File: config.mk
export PLATFORM = sky130hd
export DESIGN_NAME = reset_standby_bus_pin_control
export DESIGN_NICKNAME = d
export VERILOG_FILES = /design/src/pin_state_pkg.sv /design/src/pin_sync2.sv /design/src/reset_standby_bus_pin_control.sv
export SDC_FILE = /design/constraint.sdc
export NUM_CORES = 1
export LEC_CHECK = 0
export BUFFER_PORTS_ARGS = -buffer_cell sky130_fd_sc_hd__buf_2
export CORE_ASPECT_RATIO = 0.75
export CORE_MARGIN = 10
export CORE_UTILIZATION = 45
export CTS_BUF_LIST = sky130_fd_sc_hd__clkbuf_8
export DETAILED_ROUTE_END_ITERATION = 16
export GPL_TIMING_DRIVEN = 0
export PLACE_DENSITY = 0.76
export RECOVER_POWER = 25
export SKIP_CTS_REPAIR_TIMING = 1
export SLEW_MARGIN = 30
export SYNTH_ARGS = -nofsm -noshare
export SYNTH_HDL_FRONTEND = slang
export SYNTH_SLANG_ARGS = --single-unit
File: constraint.sdc
create_clock -name sys_clk -period 3.35 [get_ports sys_clk]
set_input_delay 0.67 -clock sys_clk [delete_from_list [all_inputs] [get_ports sys_clk]]
set_output_delay 0.67 -clock sys_clk [all_outputs]
set_load 0.005 [all_outputs]
File: src/pin_state_pkg.sv
package pin_state_pkg;

  // ****************************************
  // Widths
  // ****************************************
  localparam int ADDR_W = 24;
  localparam int DATA_W = 16;
  localparam int PORT_W = 16;

  // ****************************************
  // Values after reset and modes
  // ****************************************
  localparam logic [ADDR_W-1:0] ADDR_RESET_VALUE = 24'h000000;
  localparam logic [2:0]        MODE_SINGLE_CHIP = 3'h7;

  // ****************************************
  // Standby timing figures
  // ****************************************
  localparam int CLK_PERIOD_NS       = 10;
  localparam int RESET_LEAD_CYCLES   = 10;
  localparam int WAKE_RESET_LEAD_NS  = 100;
  localparam int WAKE_RESET_LEAD_CYC = (WAKE_RESET_LEAD_NS + CLK_PERIOD_NS - 1) / CLK_PERIOD_NS;

  // Bus state of the access in flight
  typedef enum logic [2:0] {
    BUS_IDLE,
    BUS_FIRST,
    BUS_SECOND,
    BUS_THIRD,
    BUS_WAIT
  } bus_state_t;

  // Request from the internal bus controller
  typedef struct packed {
    bus_state_t              state;
    logic                    two_state_area;
    logic [ADDR_W-1:0]       addr;
    logic [DATA_W-1:0]       wdata;
    logic                    data_oe;
    logic                    addr_strobe;
    logic                    read_strobe;
    logic                    upper_write;
    logic                    lower_write;
  } bus_req_t;

  // Port pin request from the port logic
  typedef struct packed {
    logic [PORT_W-1:0]       out;
    logic [PORT_W-1:0]       dir;
    logic [PORT_W-1:0]       cs_sel;
    logic [PORT_W-1:0]       addr_sel;
  } port_req_t;

  // Pin drive group; enables are low while driving
  typedef struct packed {
    logic [ADDR_W-1:0]       addr;
    logic                    addr_oe_n;
    logic [DATA_W-1:0]       data;
    logic                    data_oe_n;
    logic                    addr_strobe_n;
    logic                    read_strobe_n;
    logic                    upper_byte_write_n;
    logic                    lower_byte_write_n;
    logic                    strobe_oe_n;
    logic [PORT_W-1:0]       port;
    logic [PORT_W-1:0]       port_oe_n;
  } pin_drive_t;

endpackage : pin_state_pkg

File: src/pin_sync2.sv
// ****************************************
// Two flip-flop synchroniser, reset high
// ****************************************
module pin_sync2 #(
  parameter logic RESET_VAL = 1'b1
) (
  input  wire logic sys_clk,
  input  wire logic rst,
  input  wire logic async_in,
  output logic      sync_out
);

  logic meta_reg;
  logic meta_next;
  logic sync_reg;
  logic sync_next;

  // Next values
  always_comb begin
    meta_next = async_in;
    sync_next = meta_reg;
  end

  // Two stages
  always_ff @(posedge sys_clk) begin
    if (rst) begin
      meta_reg <= RESET_VAL;
      sync_reg <= RESET_VAL;
    end else begin
      meta_reg <= meta_next;
      sync_reg <= sync_next;
    end
  end

  assign sync_out = sync_reg;

endmodule // pin_sync2

File: src/reset_standby_bus_pin_control.sv
// Behaviour
// Reset during access makes all ports inputs
// Reset drives strobes high, data floats
// First/second state reset: address low half-state later
// Reset input sampled on falling clock edge
// Wait-state reset behaves like second state
// Third-state reset holds address that state
// Two-state area second state: hold address
// Host asserts reset 10 cycles before standby
// Standby without reset when RAM not kept
// Host asserts reset 100 ns before wake
// Single-chip mode never grants bus release
// Keep state: inputs float, outputs hold
// Chip selects high, upper address floats
// Hardware standby floats every listed pin
module reset_standby_bus_pin_control (
  input  wire logic                   sys_clk,
  input  wire logic                   rst,
  input  wire logic                   chip_init_request_n,
  input  wire logic                   deep_sleep_request_n,
  input  wire logic [2:0]             op_mode,
  input  wire logic                   onchip_ram_enable,
  input  wire logic                   soft_standby,
  input  wire logic                   release_request,
  input  wire pin_state_pkg::bus_req_t  bus_req,
  input  wire pin_state_pkg::port_req_t port_req,
  output pin_state_pkg::pin_drive_t   pins,
  output logic                        release_grant,
  output logic                        chip_in_reset,
  output logic                        ram_retained
);

  // ****************************************
  // Pin synchronisers
  // ****************************************
  logic init_sync;
  logic sleep_sync;

  pin_sync2 #(.RESET_VAL(1'b1)) u_init_sync (
    .sys_clk  (sys_clk),
    .rst      (rst),
    .async_in (chip_init_request_n),
    .sync_out (init_sync)
  );

  pin_sync2 #(.RESET_VAL(1'b1)) u_sleep_sync (
    .sys_clk  (sys_clk),
    .rst      (rst),
    .async_in (deep_sleep_request_n),
    .sync_out (sleep_sync)
  );

  // ****************************************
  // Falling-edge sample of the reset pin
  // ****************************************
  logic init_fall_reg;

  // Capture synchronised level at the fall
  always_ff @(negedge sys_clk) begin
    if (rst) begin
      init_fall_reg <= 1'b1;
    end else begin
      init_fall_reg <= init_sync;
    end
  end

  // ****************************************
  // Reset and address hold sequence
  // ****************************************
  typedef enum logic [1:0] {
    SEQ_RUN,
    SEQ_HOLD,
    SEQ_ADDR_LOW
  } seq_t;

  seq_t                              seq_reg;
  seq_t                              seq_next;
  logic [pin_state_pkg::ADDR_W-1:0]  addr_hold_reg;
  logic [pin_state_pkg::ADDR_W-1:0]  addr_hold_next;
  logic                              in_reset;
  logic                              hold_case;

  // Which bus states keep the address to end of state
  always_comb begin
    hold_case = (bus_req.state == pin_state_pkg::BUS_THIRD) ||
                (bus_req.state == pin_state_pkg::BUS_SECOND && bus_req.two_state_area);
    in_reset  = !init_fall_reg;
  end

  // Sequence next values
  always_comb begin
    seq_next       = seq_reg;
    addr_hold_next = addr_hold_reg;
    case (seq_reg)
      SEQ_RUN: begin
        addr_hold_next = bus_req.addr;
        if (in_reset) begin
          // First, wait and three-state-area second states go low after half a state
          seq_next = hold_case ? SEQ_HOLD : SEQ_ADDR_LOW;
        end
      end
      SEQ_HOLD: begin
        seq_next = SEQ_ADDR_LOW;
      end
      SEQ_ADDR_LOW: begin
        if (!in_reset) begin
          seq_next = SEQ_RUN;
        end
      end
      default: begin
        seq_next = SEQ_RUN;
      end
    endcase
  end

  // Sequence registers
  always_ff @(posedge sys_clk) begin
    if (rst) begin
      seq_reg       <= SEQ_ADDR_LOW;
      addr_hold_reg <= pin_state_pkg::ADDR_RESET_VALUE;
    end else begin
      seq_reg       <= seq_next;
      addr_hold_reg <= addr_hold_next;
    end
  end

  // ****************************************
  // Keep latches for port outputs
  // ****************************************
  logic [pin_state_pkg::PORT_W-1:0] keep_reg;
  logic [pin_state_pkg::PORT_W-1:0] keep_next;
  logic                             released;
  logic                             keep_state;
  logic                             hw_standby;
  logic                             single_chip;
  logic                             sleep_prev_reg;
  logic                             sleep_prev_next;

  // Mode and state decode
  always_comb begin
    hw_standby  = !sleep_sync;
    single_chip = (op_mode == pin_state_pkg::MODE_SINGLE_CHIP);
    released    = release_request && !single_chip && !in_reset;
    keep_state  = soft_standby || released;
    keep_next   = keep_state ? keep_reg : port_req.out;
    sleep_prev_next = hw_standby; // Marks the first standby cycle
  end

  // Last driven port level
  always_ff @(posedge sys_clk) begin
    if (rst) begin
      keep_reg       <= '0;
      sleep_prev_reg <= 1'b0;
    end else begin
      keep_reg       <= keep_next;
      sleep_prev_reg <= sleep_prev_next;
    end
  end

  // ****************************************
  // Pin drive computation
  // ****************************************
  pin_state_pkg::pin_drive_t pins_reg;
  pin_state_pkg::pin_drive_t pins_next;
  logic                      grant_reg;
  logic                      grant_next;
  logic                      ram_keep_reg;
  logic                      ram_keep_next;

  // Resolve each pin group by priority
  always_comb begin
    pins_next                    = '0;
    pins_next.addr               = bus_req.addr;
    pins_next.addr_oe_n          = 1'b0;
    pins_next.data               = bus_req.wdata;
    pins_next.data_oe_n          = !bus_req.data_oe;
    pins_next.addr_strobe_n      = !bus_req.addr_strobe;
    pins_next.read_strobe_n      = !bus_req.read_strobe;
    pins_next.upper_byte_write_n = !bus_req.upper_write;
    pins_next.lower_byte_write_n = !bus_req.lower_write;
    pins_next.strobe_oe_n        = 1'b0;
    pins_next.port               = port_req.out;
    pins_next.port_oe_n          = ~port_req.dir;
    grant_next                   = released;
    ram_keep_next                = ram_keep_reg;
    if (hw_standby) begin
      // Everything floats
      pins_next.addr_oe_n   = 1'b1;
      pins_next.data_oe_n   = 1'b1;
      pins_next.strobe_oe_n = 1'b1;
      pins_next.port_oe_n   = '1;
      // Strobe levels parked inactive behind the floating drivers
      pins_next.addr_strobe_n      = 1'b1;
      pins_next.read_strobe_n      = 1'b1;
      pins_next.upper_byte_write_n = 1'b1;
      pins_next.lower_byte_write_n = 1'b1;
      grant_next            = 1'b0;
      // Retention decided once at entry; the wake reset must not change it
      ram_keep_next         = sleep_prev_reg ? ram_keep_reg :
                              (onchip_ram_enable && in_reset);
    end else if (in_reset) begin
      pins_next.port_oe_n          = '1;
      pins_next.data_oe_n          = 1'b1;
      pins_next.addr_strobe_n      = 1'b1;
      pins_next.read_strobe_n      = 1'b1;
      pins_next.upper_byte_write_n = 1'b1;
      pins_next.lower_byte_write_n = 1'b1;
      grant_next                   = 1'b0;
      ram_keep_next                = 1'b0;
      if (seq_next == SEQ_ADDR_LOW) begin
        pins_next.addr = pin_state_pkg::ADDR_RESET_VALUE;
      end else begin
        pins_next.addr = addr_hold_reg;
      end
    end else if (keep_state) begin
      ram_keep_next = 1'b0;
      if (released) begin
        pins_next.addr_oe_n   = 1'b1;
        pins_next.data_oe_n   = 1'b1;
        pins_next.strobe_oe_n = 1'b1;
      end
      // Keep: inputs float, outputs hold; chip selects high, address floats
      for (int i = 0; i < pin_state_pkg::PORT_W; i++) begin
        pins_next.port[i]      = port_req.cs_sel[i] ? 1'b1 : keep_reg[i];
        pins_next.port_oe_n[i] = port_req.addr_sel[i] ? 1'b1 :
                                 (port_req.cs_sel[i] ? 1'b0 : !port_req.dir[i]);
      end
    end else begin
      ram_keep_next = 1'b0;
    end
  end

  // Output registers
  always_ff @(posedge sys_clk) begin
    if (rst) begin
      pins_reg                    <= '0;
      pins_reg.addr_oe_n          <= 1'b0;
      pins_reg.data_oe_n          <= 1'b1;
      pins_reg.addr_strobe_n      <= 1'b1;
      pins_reg.read_strobe_n      <= 1'b1;
      pins_reg.upper_byte_write_n <= 1'b1;
      pins_reg.lower_byte_write_n <= 1'b1;
      pins_reg.port_oe_n          <= '1;
      grant_reg                   <= 1'b0;
      ram_keep_reg                <= 1'b0;
    end else begin
      pins_reg     <= pins_next;
      grant_reg    <= grant_next;
      ram_keep_reg <= ram_keep_next;
    end
  end

  assign pins          = pins_reg;
  assign release_grant = grant_reg;
  assign ram_retained  = ram_keep_reg;

  // Reset indication
  logic rst_flag_reg;
  always_ff @(posedge sys_clk) begin
    if (rst) begin
      rst_flag_reg <= 1'b1;
    end else begin
      rst_flag_reg <= in_reset;
    end
  end
  assign chip_in_reset = rst_flag_reg;

endmodule // reset_standby_bus_pin_control

==> results by group <==
Power
  – PwrDens: approximately 570 mW/mm2
  – LEAKAGE: 2.81 nW
  – Tot Pwr: 3.74 mW
  – Max rail drop VDD: 0.333 mV

STA
  – Finish-stage setup viols: 0
  – Slew Viols, Final: 0
  – Slew Limit Headroom: 60.8%
  – Least-Margin Pin Slew: 0.588 ns
  – Clock Skew: 0.0111 ns
  – Setup ws final: 0.117 ns
  – Final-report hold violation count: 0
  – RSZ-0062 raised after global routing: no

Yosys
  – Fraction of registers with async set/reset: 0%
  – Distinct cells, synth: 32
  – Register area share after synthesis: 53.1%
  – Most used DFF post-synth: dfxtp_1
  – Post-Synthesis Cells: just over 500
  – Mapped Avg Cell Area: 9.56 um2
  – Register bit count reported by yosys: 129
  – EDFF count, synth: 0
  – Syn Std Cell Area: approximately 0.005 mm2
  – Yosys Warn Count: 0
  – Mapped Nets: between 600 and 700

Setup path
  – Max FO, Critical Path: 10
  – Worst EP required: 3.67 ns
  – Critical path capture point type: flop
  – R2r setup slk: 0.12 ns
  – Reg2reg start: init_fall_reg
  – Reg-to-Reg End: pins[13]
  – CP Launch Type: flop
  – CP Launch Point: init_fall_reg
  – WP data arrival: 3.55 ns
  – Crit Path Class: flop to flop
  – CP endpoint: pins[13]
  – Worst R2R Path Depth: 5

Global route
  – Maximum number of pins on one net before global-route repair: 17
  – Total congestion overflow: 0
  – Initial antenna violation count: 0
  – Vias in the first global route: 4927
  – First-pass GRT wire length: approximately 25000 um
  – GRT Total Usage: approximately 20%

Route
  – First-pass DRT Iterations: 5
  – Via count: 4673
  – Detail Route Antenna Nets: 0
  – Avg Vias per Cell: ~5.3
  – WL final: 15600 um
  – DR iter-0 viols: 242
  – Remaining DRCs: 0
  – Wire per inst: 17.8 um

Placement
  – Cells after DPL: approximately 850
  – Placed cell area: slightly above 0.006 mm2
  – Gpl congestion: roughly 0.85
  – Port-buffer cells: 204
  – Setup Slack @ Placement: -0.118 ns
  – Post-DP HPWL: between 10000 and 15000 um

Clock network
  – Worst skew pair latency: 0.43 ns
  – Clock tree sinks: ~130
  – Clock-pin transition on the worst setup and hold timing paths: roughly 0.07 ns
  – CTS tree: built
  – Clock Path Buffers: 2
  – H-tree depth: 4
  – Root Buffer: clkbuf_8
  – Num CTS Buffers: 17

Die
  – Die Y-Extent: 110 um
  – Num rows: 32
  – Die area: 0.0154 mm2
  – Core Region: 0.0104 mm2
  – Die Width: 140 um
  – Ports: ~200
  – Initial Util: 46.7%

Final layout
  – Register area: 0.00258 mm2
  – Core Util, Final: 62.8%
  – NumNets Final: about 860
  – Share of cells above drive strength 1: 36.6%
  – Fin area: 0.00654 mm2
  – Non-Filler Instances: 881
  – Antenna diode count: 0
  – Area growth syn-to-layout: 34.5%
  – Number of flip-flops in the largest register: 78
  – Fill cells: 907
  – Multi-input logic area: a little over 0.002 mm2

Run
  – Max Cap Violations: 0

Outcome
  – Status: complete, no violations

Hold path
  – Worst hold path class: input pin to flop
  – Min-delay src: bus_req[3]
## worst max-delay path, stage by stage (launching register included)
cell,delay (ns)
dfxtp_2,0.41
a21o_1,0.16
buf_2,0.22
buf_2,0.28
a31oi_1,0.12
a211o_1,0.25
## cells in the final DEF, fill, tap and decap left out, types with 2 or more instances in the layout
master / synthesis / layout
a31oi_1: 32 / 32
and2_1: 2 / 2
bufinv_16: 0 / 6
or2_2: 5 / 5
clkbuf_4: 0 / 3
o21ai_2: 20 / 20
a21oi_1: 42 / 42
nor2_1: 22 / 22
or2_1: 2 / 2
nand3b_1: 48 / 48
nor4_1: 2 / 2
nand2b_1: 2 / 2
nand3_1: 19 / 19
a211oi_1: 16 / 14
nand2_1: 53 / 53
buf_2: 14 / 186
dfxtp_1: 129 / 128
a21bo_2: 16 / 16
o21ai_0: 4 / 4
buf_1: 2 / 2
a211oi_2: 0 / 2
clkbuf_8: 0 / 20
clkinv_4: 0 / 3
a211o_1: 16 / 16
nor2b_1: 17 / 17
inv_1: 4 / 4
clkbuf_1: 28 / 56
buf_6: 5 / 5
## how the worst min path moves through the flow
stage	slack [ns]	to	cells past startpoint
2_1_floorplan	0.39	u_init_sync.sync_out	1
3_3_place_gp	0.39	u_init_sync.sync_out	1
3_5_place_dp	0.40	u_sleep_sync.sync_out	1
4_1_cts	0.39	pins[36]	2
5_1_grt	0.39	pins[33]	2
6_report	0.40	pins[36]	2
## layer usage
layer	global-route usage, %	share of wire (%)	wire, um
met5	0	0	0
met3	6.67	7.8	1220
met4	7.06	1.7	269
met2	33.2	48	7480
met1	23.4	43	6670
## Yosys cell counts (14+ instances only)
cell type	n	area, um2
a211o_1	16	140
a211oi_1	16	120
a21bo_2	16	160
a21oi_1	42	210
a31oi_1	32	200
buf_2	14	70.1
clkbuf_1	28	105
dfxtp_1	129	2580
nand2_1	53	199
nand3_1	19	95.1
nand3b_1	48	360
nor2_1	22	82.6
nor2b_1	17	106
o21ai_2	20	175
## cell type report
| cell class | count | share of cell area, % |
|---|---|---|
| multi-input cells | 326 | 31.0 |
| repair buffers | 204 | 15.1 |
| clock buffers | 20 | 4.21 |
| inverters | 3 | 0.172 |
| clock inverters | 13 | 3.54 |
| well taps | 136 | 2.60 |
| plain buffers | 50 | 3.90 |
| flip-flops and latches | 129 | 39.5 |
## through the flow
| step | TNS, ns | hold slack [ns] |
|---|---|---|
| after global routing | 0 | 0.391 |
| final | 0 | 0.403 |
| after CTS | -0.00803 | 0.390 |
| after global placement | -0.114 | 0.393 |
| after detailed placement | -0.118 | 0.399 |
| after floorplan | 0 | 0.389 |
## cell families (layout without fill, tap and decap cells)
family                 after synthesis  count (layout)  synth area share, %
AND/OR/NAND/NOR                    176             176                 19.5
buffers and inverters               54             290                 5.38
AO/OA/AOI/OAI                      150             150                 22.0
flip-flops                         129             129                 53.1
## power breakdown
group	leakage [nW]	switching [mW]	internal, mW	total, mW
sequential	1.07	0.0344	1.63	1.66
combinational	1.49	0.225	0.197	0.422
clock	0.255	0.622	1.03	1.65
total	2.81	0.881	2.85	3.74
Note: power is estimated with default switching activity, not from simulation.
